[src/design/sfcf_pkg.sv]
// Functional notes
// RULE_01: Only serial clock modes 0 and 3; they differ only in idle clock level.
// RULE_02: Inputs sampled on rising serial clock, outputs changed on falling edge.
// RULE_03: Dual output read drives two data lines, two bits per clock.
// RULE_04: Quad output read drives all four data lines, four bits per clock.
// RULE_05: Master asserts chip select before any clocked information.
// RULE_06: Master shifts an 8-bit opcode first, then address and data bytes.
// RULE_07: Opcode, address and data bytes travel most significant bit first.
// RULE_08: Chip select deassertion ends the current operation.
// RULE_09: Unsupported opcode starts nothing; input ignored until chip select toggles.
// RULE_10: Frame cut before opcode and address complete performs nothing.
// RULE_11: Addressed instructions carry three address bytes, bits 23 down to 0.
// RULE_12: Top four address bits ignored; only low 20 bits select a location.
// RULE_13: Erase in 4KB, 32KB, 64KB blocks and whole chip.
// RULE_14: Program writes 1 to 256 bytes inside one aligned 256-byte page.
// RULE_15: Erase blocks are naturally aligned within sectors and halves.
// RULE_16: Serial output floats whenever chip select is deasserted.
// RULE_17: Pause starts only when selected with clock low; floats output meanwhile.
// RULE_18: Master releases every line the device drives during multi-line reads.
package sfcf_pkg;
  localparam int MCLK_PERIOD_NS = 25;
  localparam int OPC_BITS       = 8;
  localparam int ADR_BITS       = 24;
  localparam int ARR_BITS       = 20;
  localparam int DMY_BITS       = 8;
  localparam int PAGE_BITS      = 8;
  localparam logic [4:0] OPC_LAST = 5'h07;
  localparam logic [4:0] ADR_LAST = 5'h17;
  localparam logic [4:0] DMY_LAST = 5'h07;
  localparam logic [19:0] MASK_4K  = 20'hff000;
  localparam logic [19:0] MASK_32K = 20'hf8000;
  localparam logic [19:0] MASK_64K = 20'hf0000;
  localparam logic [7:0] OP_READ  = 8'h03;
  localparam logic [7:0] OP_FAST  = 8'h0b;
  localparam logic [7:0] OP_DUAL  = 8'h3b;
  localparam logic [7:0] OP_QUAD  = 8'h6b;
  localparam logic [7:0] OP_ER4   = 8'h20;
  localparam logic [7:0] OP_ER32  = 8'h52;
  localparam logic [7:0] OP_ER64  = 8'hd8;
  localparam logic [7:0] OP_CHIP1 = 8'h60;
  localparam logic [7:0] OP_CHIP2 = 8'hc7;
  localparam logic [7:0] OP_PROG  = 8'h02;

  typedef enum logic [3:0] {
    KIND_NONE = 4'h0,
    KIND_READ = 4'h1,
    KIND_FAST = 4'h2,
    KIND_DUAL = 4'h3,
    KIND_QUAD = 4'h4,
    KIND_ER4  = 4'h5,
    KIND_ER32 = 4'h6,
    KIND_ER64 = 4'h7,
    KIND_CHIP = 4'h8,
    KIND_PROG = 4'h9
  } sfcf_kind_e;

  typedef enum logic [6:0] {
    ST_OPC = 7'b0000001,
    ST_ADR = 7'b0000010,
    ST_DMY = 7'b0000100,
    ST_PRG = 7'b0001000,
    ST_RDO = 7'b0010000,
    ST_IGN = 7'b0100000,
    ST_END = 7'b1000000
  } sfcf_state_e;
endpackage : sfcf_pkg

[src/design/sfcf_front_end.sv]
`timescale 1ns/1ps
module sfcf_front_end (
  // Clock and reset
  input  wire logic              mclk,
  input  wire logic              arst_n,
  // Serial pins
  input  wire logic              cs_n,
  input  wire logic              sck,
  input  wire logic [3:0]        io_in,
  output logic      [3:0]        io_out,
  output logic      [3:0]        io_oe,
  // Command side
  output logic                   cmd_valid,
  output sfcf_pkg::sfcf_kind_e   cmd_kind,
  output logic      [19:0]       cmd_addr,
  // Program data side
  output logic                   prog_valid,
  output logic      [7:0]        prog_data,
  output logic      [19:0]       prog_addr,
  // Array read side
  output logic                   rd_req,
  output logic      [19:0]       rd_addr,
  input  wire logic [7:0]        rd_data
);
  logic [1:0]            cs_s;
  logic [1:0]            sck_s;
  logic [3:0]            io_s1;
  logic [3:0]            io_s2;
  logic                  sck_d;
  logic                  cs_d;
  logic                  paused;
  sfcf_pkg::sfcf_state_e state;
  sfcf_pkg::sfcf_kind_e  kind;
  logic [4:0]            cnt;
  logic [7:0]            sh_in;
  logic [23:0]           addr;
  logic                  armed;
  logic [7:0]            out_sh;
  logic [7:0]            nxt;
  logic                  rd_pend;
  logic                  live;
  logic [3:0]            next_oe;

  // Two flops on every pin before use
  always_ff @(posedge mclk or negedge arst_n) begin
    if (!arst_n) begin
      cs_s  <= 2'h3;
      sck_s <= 2'h0;
      io_s1 <= 4'hf;
      io_s2 <= 4'hf;
      sck_d <= 1'b0;
      cs_d  <= 1'b1;
    end else begin
      cs_s  <= {cs_s[0], cs_n};
      sck_s <= {sck_s[0], sck};
      io_s1 <= io_in;
      io_s2 <= io_s1;
      sck_d <= sck_s[1];
      cs_d  <= cs_s[1];
    end
  end

  // Idle level of the clock never matters, so modes 0 and 3 both work
  wire sel      = ~cs_s[1];
  wire rise     = sck_s[1] & ~sck_d; // RULE_01
  wire fall     = ~sck_s[1] & sck_d; // RULE_01
  wire cs_rise  = cs_s[1] & ~cs_d;
  wire act_rise = rise & sel & ~paused; // RULE_02
  wire act_fall = fall & sel & ~paused; // RULE_02
  wire bit_in   = io_s2[0];
  wire [7:0] byte_in = {sh_in[6:0], bit_in}; // RULE_07
  wire [23:0] addr_in = {addr[22:0], bit_in}; // RULE_07 RULE_11
  wire [2:0] width = (kind == sfcf_pkg::KIND_QUAD) ? 3'h4 :
                     (kind == sfcf_pkg::KIND_DUAL) ? 3'h2 : 3'h1;
  wire quad_drive = (state == sfcf_pkg::ST_RDO) && (width == 3'h4);

  // Opcode decode; anything absent from the list is unsupported
  wire sfcf_pkg::sfcf_kind_e op_kind =
    (byte_in == sfcf_pkg::OP_READ)  ? sfcf_pkg::KIND_READ :
    (byte_in == sfcf_pkg::OP_FAST)  ? sfcf_pkg::KIND_FAST :
    (byte_in == sfcf_pkg::OP_DUAL)  ? sfcf_pkg::KIND_DUAL :
    (byte_in == sfcf_pkg::OP_QUAD)  ? sfcf_pkg::KIND_QUAD :
    (byte_in == sfcf_pkg::OP_ER4)   ? sfcf_pkg::KIND_ER4  :
    (byte_in == sfcf_pkg::OP_ER32)  ? sfcf_pkg::KIND_ER32 :
    (byte_in == sfcf_pkg::OP_ER64)  ? sfcf_pkg::KIND_ER64 :
    (byte_in == sfcf_pkg::OP_CHIP1) ? sfcf_pkg::KIND_CHIP :
    (byte_in == sfcf_pkg::OP_CHIP2) ? sfcf_pkg::KIND_CHIP :
    (byte_in == sfcf_pkg::OP_PROG)  ? sfcf_pkg::KIND_PROG : sfcf_pkg::KIND_NONE;
  wire is_read  = (kind == sfcf_pkg::KIND_READ) || (kind == sfcf_pkg::KIND_FAST) ||
                  (kind == sfcf_pkg::KIND_DUAL) || (kind == sfcf_pkg::KIND_QUAD);
  wire is_erase = (kind == sfcf_pkg::KIND_ER4) || (kind == sfcf_pkg::KIND_ER32) ||
                  (kind == sfcf_pkg::KIND_ER64);
  wire [19:0] erase_mask = (kind == sfcf_pkg::KIND_ER4)  ? sfcf_pkg::MASK_4K  :
                           (kind == sfcf_pkg::KIND_ER32) ? sfcf_pkg::MASK_32K :
                           (kind == sfcf_pkg::KIND_ER64) ? sfcf_pkg::MASK_64K : 20'h00000;
  wire load_word = act_fall && (state == sfcf_pkg::ST_RDO) && (cnt == 5'h00);
  wire [7:0] word = load_word ? nxt : out_sh;
  wire [3:0] out_bits = (width == 3'h4) ? word[7:4] :
                        (width == 3'h2) ? {2'h0, word[7:6]} : {2'h0, word[7], 1'b0};
  wire [3:0] run_oe = (width == 3'h4) ? 4'hf : (width == 3'h2) ? 4'h3 : 4'h2;

  // Pause may only begin, or end by the pin, while the clock is low; deselect ends it at any time; not in quad, where the pin drives
  always_ff @(posedge mclk or negedge arst_n) begin
    if (!arst_n) begin
      paused <= 1'b0;
    end else if (!sel || quad_drive) begin
      paused <= 1'b0;
    end else if (!sck_s[1]) begin
      paused <= ~io_s2[3]; // RULE_17
    end
  end

  // Frame sequencer
  always_ff @(posedge mclk or negedge arst_n) begin
    if (!arst_n) begin
      state      <= sfcf_pkg::ST_OPC;
      kind       <= sfcf_pkg::KIND_NONE;
      cnt        <= 5'h00;
      sh_in      <= 8'h00;
      addr       <= 24'h000000;
      armed      <= 1'b0;
      cmd_valid  <= 1'b0;
      cmd_kind   <= sfcf_pkg::KIND_NONE;
      cmd_addr   <= 20'h00000;
      prog_valid <= 1'b0;
      prog_data  <= 8'h00;
      prog_addr  <= 20'h00000;
      rd_req     <= 1'b0;
      rd_addr    <= 20'h00000;
    end else begin
      cmd_valid  <= 1'b0;
      prog_valid <= 1'b0;
      rd_req     <= 1'b0;
      if (!sel) begin
        // Deselect ends the frame; only a complete frame leaves a command behind
        if (cs_rise && armed) begin // RULE_08 RULE_10
          cmd_valid <= 1'b1;
          cmd_kind  <= kind;
          cmd_addr  <= addr[19:0] & erase_mask; // RULE_13 RULE_15
        end
        state <= sfcf_pkg::ST_OPC;
        kind  <= sfcf_pkg::KIND_NONE;
        cnt   <= 5'h00;
        armed <= 1'b0;
      end else if (act_rise) begin
        sh_in <= byte_in;
        cnt   <= cnt + 5'h01;
        case (state)
          sfcf_pkg::ST_OPC: begin
            if (cnt == sfcf_pkg::OPC_LAST) begin // RULE_06
              kind <= op_kind;
              cnt  <= 5'h00;
              if (op_kind == sfcf_pkg::KIND_NONE) begin
                state <= sfcf_pkg::ST_IGN; // RULE_09
              end else if (op_kind == sfcf_pkg::KIND_CHIP) begin
                state <= sfcf_pkg::ST_END;
                armed <= 1'b1; // RULE_13
              end else begin
                state <= sfcf_pkg::ST_ADR;
              end
            end
          end
          sfcf_pkg::ST_ADR: begin
            addr <= addr_in;
            if (cnt == sfcf_pkg::ADR_LAST) begin // RULE_11
              cnt <= 5'h00;
              if (is_erase) begin
                state <= sfcf_pkg::ST_END;
                armed <= 1'b1;
              end else if (kind == sfcf_pkg::KIND_PROG) begin
                state     <= sfcf_pkg::ST_PRG;
                prog_addr <= addr_in[19:0]; // RULE_12
              end else if (kind == sfcf_pkg::KIND_READ) begin
                state   <= sfcf_pkg::ST_RDO;
                rd_req  <= 1'b1;
                rd_addr <= addr_in[19:0]; // RULE_12
              end else begin
                state   <= sfcf_pkg::ST_DMY;
                rd_addr <= addr_in[19:0]; // RULE_12
              end
            end
          end
          sfcf_pkg::ST_DMY: begin
            if (cnt == sfcf_pkg::DMY_LAST) begin
              state  <= sfcf_pkg::ST_RDO;
              cnt    <= 5'h00;
              rd_req <= 1'b1;
            end
          end
          sfcf_pkg::ST_PRG: begin
            if (cnt == 5'h07) begin
              cnt        <= 5'h00;
              armed      <= 1'b1;
              prog_valid <= 1'b1;
              prog_data  <= byte_in;
              prog_addr  <= prog_addr;
            end
          end
          default: begin
            cnt <= cnt;
          end
        endcase
      end else if (act_fall && state == sfcf_pkg::ST_RDO) begin
        // Refill: one byte already waits in nxt, ask for the one after it
        if (cnt == 5'h00) begin
          cnt     <= (width == 3'h4) ? 5'h01 : (width == 3'h2) ? 5'h03 : 5'h07;
          rd_req  <= 1'b1;
          rd_addr <= rd_addr + 20'h00001;
        end else begin
          cnt <= cnt - 5'h01;
        end
      end
      // Page wrap keeps the stream inside one 256-byte page
      if (prog_valid) begin
        prog_addr <= {prog_addr[19:8], prog_addr[7:0] + 8'h01}; // RULE_14
      end
    end
  end

  // Read path: array answers one cycle after the request
  always_ff @(posedge mclk or negedge arst_n) begin
    if (!arst_n) begin
      rd_pend <= 1'b0;
      live    <= 1'b0;
      nxt     <= 8'h00;
      out_sh  <= 8'h00;
      io_out  <= 4'h0;
      io_oe   <= 4'h0;
    end else begin
      rd_pend <= rd_req;
      // Remembers that the data phase has begun, so a pause can hand the lines back
      if (!sel || state != sfcf_pkg::ST_RDO) begin
        live <= 1'b0;
      end else if (act_fall) begin
        live <= 1'b1; // RULE_17
      end
      if (rd_pend) begin
        nxt <= rd_data;
      end
      if (act_fall && state == sfcf_pkg::ST_RDO) begin
        io_out <= out_bits; // RULE_02 RULE_07
        out_sh <= word << width;
      end
      io_oe <= next_oe;
    end
  end

  // Drivers float when deselected or paused
  always_comb begin
    next_oe = io_oe;
    if (!sel || paused || state != sfcf_pkg::ST_RDO) begin
      next_oe = 4'h0; // RULE_16 RULE_17
    end else if (act_fall || live) begin
      // Drive resumes after a pause without waiting for the next falling clock
      next_oe = run_oe; // RULE_03 RULE_04 RULE_18
    end
  end

  oe_off_desel_a: assert property (@(posedge mclk) disable iff (!arst_n) // RULE_16
    !sel |=> io_oe == 4'h0) else $error("Output driven while deselected");
  pause_float_a: assert property (@(posedge mclk) disable iff (!arst_n) // RULE_17
    paused |=> io_oe == 4'h0) else $error("Output driven during pause");
  out_on_fall_a: assert property (@(posedge mclk) disable iff (!arst_n) // RULE_02
    $changed(io_out) |-> $past(act_fall)) else $error("Output moved off a falling edge");
  dual_lines_a: assert property (@(posedge mclk) disable iff (!arst_n) // RULE_03
    io_oe == 4'h3 |-> kind == sfcf_pkg::KIND_DUAL) else $error("Two lines outside dual read");
  quad_lines_a: assert property (@(posedge mclk) disable iff (!arst_n) // RULE_04
    io_oe == 4'hf |-> kind == sfcf_pkg::KIND_QUAD) else $error("Four lines outside quad read");
  ignore_quiet_a: assert property (@(posedge mclk) disable iff (!arst_n) // RULE_09
    state == sfcf_pkg::ST_IGN |=> !rd_req && !prog_valid && io_oe == 4'h0)
    else $error("Activity after unsupported opcode");
  trunc_none_a: assert property (@(posedge mclk) disable iff (!arst_n) // RULE_10
    cs_rise && !armed |=> !cmd_valid) else $error("Command from cut frame");
  erase_align_a: assert property (@(posedge mclk) disable iff (!arst_n) // RULE_15
    cmd_valid && cmd_kind == sfcf_pkg::KIND_ER32 |-> cmd_addr[14:0] == 15'h0000)
    else $error("Erase block misaligned");
  page_stay_a: assert property (@(posedge mclk) disable iff (!arst_n) // RULE_14
    state == sfcf_pkg::ST_PRG && $past(state) == sfcf_pkg::ST_PRG
      |-> prog_addr[19:8] == $past(prog_addr[19:8])) else $error("Program left its page");
  opc_length_a: assert property (@(posedge mclk) disable iff (!arst_n) // RULE_06
    state == sfcf_pkg::ST_ADR && $past(state) == sfcf_pkg::ST_OPC |-> $past(cnt) == 5'h07)
    else $error("Opcode not eight bits");
endmodule : sfcf_front_end

[config.mk]
export PLATFORM = sky130hd
export DESIGN_NAME = sfcf_front_end
export DESIGN_NICKNAME = d
export VERILOG_FILES = /design/src/design/sfcf_pkg.sv /design/src/design/sfcf_front_end.sv
export SDC_FILE = /design/constraint.sdc
export NUM_CORES = 1
export LEC_CHECK = 0
export BUFFER_PORTS_ARGS = -buffer_cell sky130_fd_sc_hd__buf_2
export CORE_UTILIZATION = 40
export DETAILED_ROUTE_END_ITERATION = 6
export PLACE_DENSITY = 0.67
export SLEW_MARGIN = 30
export SYNTH_ARGS = -nofsm -noshare
export SYNTH_HDL_FRONTEND = slang
export SYNTH_SLANG_ARGS = --single-unit
[constraint.sdc]
create_clock -name mclk -period 3.63 [get_ports mclk]
set_input_delay 0 -clock mclk [delete_from_list [all_inputs] [get_ports mclk]]
set_output_delay 0 -clock mclk [all_outputs]
set_load 0.02 [all_outputs]
== Word-level counts from Yosys, hierarchy flattened ==
Index checks and enable logic that the tools add are counted.
Storage, ports and cells
  bits in registers: 160
  memories kept: 0
  logic and storage cells: 219
  bits in latches: 0
  memory bits (read-only): 0
  memory bits (writable): 0
Cells by class
  multiply operators: 0
  shifts and indexed selects: 1
  order comparisons: 0
  $add $sub $neg: 4
  equal/unequal tests: 43
  muxes and demuxes: 88
  reduce and logical (&&, ||, !) cells: 39
  div/mod/pow operators: 0
  bitwise logic cells: 16
Operators by type and width (number)
  2-to-1 mux 20 bit: 10
  2-to-1 mux 4 bit: 18
  2-to-1 mux 8 bit: 8
  2-to-1 mux 7 bit: 8
  2-to-1 mux 5 bit: 8
  2-to-1 mux 1 bit: 28
  == test 8 x 7 -> 1 bit, second input constant: 3
  nonzero test 2 bit: 11
  inequality test 3 bit, second input constant: 7
  case mux 7 bit (3 select lines): 1
  adder 20 x 1 -> 20 bit, second input constant: 1
  AND 20 bit: 1
  == test 4 x 3 -> 1 bit, second input constant: 4
  == test 8 x 2 -> 1 bit, second input constant: 2
  == test 8 x 6 -> 1 bit, second input constant: 2
  == test 8 bit, second input constant: 2
  AND reduction 7 bit: 2
  case mux 5 bit (2 select lines): 1
  2-to-1 mux 3 bit: 3
  adder 8 x 1 -> 8 bit, second input constant: 1
  == test 4 bit, second input constant: 2
  == test 8 x 4 -> 1 bit, second input constant: 1
  inequality test 2 bit, second input constant: 4
  inverter 1 bit: 8
  34 further kinds: 55

== Longest topological paths before layout ==
  depth in word-level cells: 18
  depth in mapped cells: 9
  gate-level depth less buffers: 7

== Worst setup path before layout ==
Ideal clock, no wire load.
  kind: register to register
  start point: register cs_s[1]
  end point: register prog_addr[10]
  required time: 3505 ps
  buffers on the path: 3
  data arrival time: 2050 ps
  cell stages (with the launch flop): 8
  path slack: 1455 ps
  cell sequence: dfstp_2 buf_6 nor4b_1 buf_2 nand4_1 nor3_1 buf_2 mux2_2
Between the ends
  longest elaborated chain between the ends: 4
Ends and longest elaborated chain
  start: declaration: RTL line sfcf_front_end.sv:25  | logic [1:0] cs_s;
  start signal: assignment: RTL line sfcf_front_end.sv:54  | cs_s <= {cs_s[0], cs_n};
  inverter 1 bit (no line) (*)
  AND 1 bit (2 in a row): RTL line sfcf_front_end.sv:68  | wire act_rise = rise & sel & ~paused;
  AND reduction 7 bit (no line) (*)
  end signal: assignment: RTL line sfcf_front_end.sv:172  | prog_addr <= addr_in[19:0];
  end signal: assignment: RTL line sfcf_front_end.sv:196  | prog_addr <= prog_addr;
  end signal: assignment: RTL line sfcf_front_end.sv:215  | prog_addr <= {prog_addr[19:8], prog_addr[7:0] + 8'h01};
  end: declaration: RTL line sfcf_front_end.sv:19  | output logic [19:0] prog_addr,
Mark *: on every way between the ends. The rest lies on a longest branch, timed or not.
A chain may end at the register's enable or synchronous reset.

== Worst setup path after layout ==
  start point: register paused
  end point: register rd_addr[1]
Between the ends
  longest elaborated chain between the ends: 5
Ends and longest elaborated chain
  start: declaration: RTL line sfcf_front_end.sv:31  | logic paused;
  start signal: assignment: RTL line sfcf_front_end.sv:109  | paused <= ~io_s2[3];
  inverter 1 bit (*): RTL line sfcf_front_end.sv:68, sfcf_front_end.sv:69
  AND 1 bit: RTL line sfcf_front_end.sv:69  | wire act_fall = fall & sel & ~paused;
  logical AND 1 bit: RTL line sfcf_front_end.sv:203  | end else if (act_fall && state == sfcf_pkg::ST_RDO) begin
  nonzero test 2 bit (no line)
  AND reduction 7 bit (no line)
  end signal: assignment: RTL line sfcf_front_end.sv:176  | rd_addr <= addr_in[19:0];
  end signal: assignment: RTL line sfcf_front_end.sv:179  | rd_addr <= addr_in[19:0];
  end signal: assignment: RTL line sfcf_front_end.sv:208  | rd_addr <= rd_addr + 20'h00001;
  end: declaration: RTL line sfcf_front_end.sv:22  | output logic [19:0] rd_addr,
Marks and branches as above.

==> qor.csv <==
stage;metric;value;unit
critical_path;crit_family;simple AND/OR/NAND/NOR gates;
routing;drtAntennaViolNets;0;
logic_synthesis;synthFlopType;dfrtp_1;
cells_and_area;nNetsFinal;777;
floorplan;dieArea;18400;µm²
sta;clock.fmax;383;MHz
critical_path;r2r_slack;1.02;ns
clocking;cts-buffers-inserted;17;
critical_path;crit_path_cell_trace;or4b_4, o41ai_4, buf_4, mux2_2;
sta;maxSlewHeadroom;38.3;%
global_route;grt_usage;17.9;%
floorplan;dieHeight;136;µm
routing;detail_route.wl_per_cell;15.7;µm
critical_path;startpoint_type;flop;
logic_synthesis;synthXorXnorAreaFrac;1.35;%
logic_synthesis;synthCells;680;
clocking;cts.hold.buffers_added;13;
clocking;h-tree-depth;4;
global_route;use_met2;26.9;%
clocking;clkLatencyLatePin;0.42;ns
placed_design;portBuffers;84;
logic_synthesis;yosysTopAreaCellShare;47.2;%
cells_and_area;final_common_cell;dfrtp_1;
logic_synthesis;async_flop_share;100;%
global_route;grt_pass1_vias;4981;
global_route;busiest_layer;met2;
clocking;cts.clk_slew.worst_paths;0.06;ns
critical_path;crit_fanout;61;
sta;tns;0;ns
critical_path;worstPathRequired;3.93;ns
clocking;cts_tree;built;
clocking;postCtsSetupBuffers;0;
power_and_ir_drop;ir_worst_vdd;0.305;mV
sta;rsz0062_at_grt;false;
critical_path;crit_buf_inv;1;
placed_design;detailed_place_hpwl;10.4;mm
logic_synthesis;synth_top_family_by_area;simple AND/OR/NAND/NOR gates;
power_and_ir_drop;p_total;4.04;mW
sta;finalSetupViolations;0;
floorplan;initial_core_util;41.2;%
cells_and_area;fillers;1590;
routing;wl;15.6;mm
logic_synthesis;yosysTopAreaCell;dfrtp_1;
power_and_ir_drop;p_per_area;476;nW/µm²
sta;report.final.slew_viol_count;0;
cells_and_area;layout-drive-gt1-share;27.0;%
logic_synthesis;synth_edf_count;0;
logic_synthesis;ys_ff_latch;143;
logic_synthesis;ys_seq_area_share;50.2;%
floorplan;rows;48;
cells_and_area;multi_input_comb_area;3300;µm²
placed_design;gp_congestion;0.832;
routing;drtIter0Drc;336;
routing;post-route-drc-count;0;
routing;via_per_inst;5.43;
critical_path;cp_slowest_cell;or4b_4;
logic_synthesis;synth_area;7150;µm²
sta;hold_viol;0;
cells_and_area;mostFrequentLayoutCells;dfrtp_1 (135), nand2_1 (87), buf_2 (83);
status;status;completed;
logic_synthesis;synth.distinct_cells;76;
global_route;grt_pass1_wl;25.7;mm
routing;vias;5406;
logic_synthesis;synth-compound-area-share;14.1;%
clocking;ctsRootBufferMaster;clkbuf_16;
critical_path;arrival;2.91;ns
global_route;grt_max_degree;83;
cells_and_area;postLayoutCellArea;8480;µm²
sta;tightest_slew;0.923;ns
clocking;clock_path_buffers;2;
global_route;antenna_found_initial;0;
logic_synthesis;avgSynthCellArea;10.5;µm²
critical_path;critPathKind;reg2reg;
logic_synthesis;synthAdderAreaFrac;0.700;%
clocking;cts_sinks;143;
floorplan;die_w;136;µm
sta;skew;0.00865;ns
routing;drt_pass1_iterations;4;
power_and_ir_drop;leakagePower;4.13;nW
logic_synthesis;muxShareOfSynthArea;12.0;%
critical_path;cp-end-kind;flop;
sta;fin_crit_sh;71.9;%
critical_path;slowest_delay;0.85;ns
global_route;use_met3;4.98;%
cells_and_area;seq_area;3590;µm²
cells_and_area;syn2layout_area_growth;18.6;%
logic_synthesis;synth_simple_gate_area_share;17.1;%
placed_design;place_area;7690;µm²
global_route;use_met1;25.3;%
clocking;cts-resized-gates;0;
logic_synthesis;synth_warnings;0;
hold_path;holdCritPathClass;in2async;
run;maxCapViolCount;0;
logic_synthesis;synth_area_leaders;dfrtp_1 (47%), mux2_2 (8.7%), nand2_1 (4.6%);
floorplan;core-area;17400;µm²
floorplan;boundaryPins;99;
sta;period_needed;2.61;ns
cells_and_area;antenna_cells;0;
global_route;grt-ovfl-total;0;
[metrics by stage]
stage	instances	hold slack, ns	setup slack (ns)	util [%]
2_1_floorplan	691	-0.296	1.46	-
3_3_place_gp	950	0.101	1.02	44.3
3_5_place_dp	950	0.105	1.02	44.3
4_1_cts	995	0.204	1.01	48.8
5_1_grt	995	0.211	0.818	48.8
6_report	995	0.191	1.02	48.8
[routing by layer]
metal  part of all wire (%)  routed length (µm)
met5                      0                   0
met1                     49                7700
met4                   0.90                 140
met3                    4.6                 720
met2                     45                7050
[path summary, 6_finish.rpt]
path / from / cells after the start / to
max: paused / 4 / rd_addr[1]
min: arst_n / 2 / nxt[4]
max reg2reg: paused / 4 / rd_addr[1]
min reg2reg: sck_s[0] / 0 / sck_s[1]
max in group asynchronous: arst_n / 3 / state[0]
min in group mclk: io_in[0] / 2 / io_s1[0]
[cells by family (layout without fill, tap and decap cells)]
group / Yosys count / after routing
mux: 79 / 79
xor+xnor: 11 / 11
fa+ha+maj: 4 / 4
compound gates: 158 / 158
flops: 143 / 143
other cells: 1 / 12
buf+inv: 65 / 144
simple gates: 219 / 219
[layout make-up]
cell class,instances,share of cell area [%]
flip-flops and latches,143,42.3
multi-input cells,483,39.0
repair buffers,106,7.36
clock buffers,23,5.64
well taps,225,3.32
clock inverters,9,2.13
inverters,6,0.266
[report_power, final]
| part | switching (mW) | internal, mW | leakage [nW] | total, mW |
|---|---|---|---|---|
| Combinational | 0.216 | 0.158 | 1.86 | 0.374 |
| Clock | 0.650 | 1.28 | 0.318 | 1.93 |
| Sequential | 0.0954 | 1.64 | 1.95 | 1.74 |
[flip-flops by register name, indices dropped and copies added, names as in the netlist, 3 cells and up]
signal / cells
rd_addr: 20
io_oe: 3
cnt: 5
state: 7
sh_in: 7
kind: 4
out_sh: 8
nxt: 8
addr: 20
prog_addr: 20
cmd_addr: 8
prog_data: 8
io_out: 4
cmd_kind: 4
[cell usage after synthesis, types with 3 or more instances]
cell type / count
o22ai_1: 11
buf_1: 3
and2_1: 4
buf_4: 14
and4_1: 3
dfstp_2: 8
nand3_1: 18
nand4bb_1: 3
mux2i_1: 24
mux2_2: 55
clkbuf_1: 31
nand3b_1: 4
or3b_2: 3
nand2_1: 87
o31ai_1: 8
or2_2: 4
o32ai_1: 3
nor3_1: 9
nand2b_1: 5
nor4b_2: 3
o21a_1: 3
dfrtp_1: 135
nor2_1: 24
and3_1: 10
ha_1: 4
inv_1: 6
nand4_1: 13
a22o_1: 13
a21oi_1: 52
o21ai_1: 5
buf_2: 8
a211oi_1: 3
or3_1: 4
o21ai_0: 33
xor2_1: 4
o2bb2ai_1: 3
xnor2_1: 7
nor4_1: 4
(Power assumes the default switching activity.)
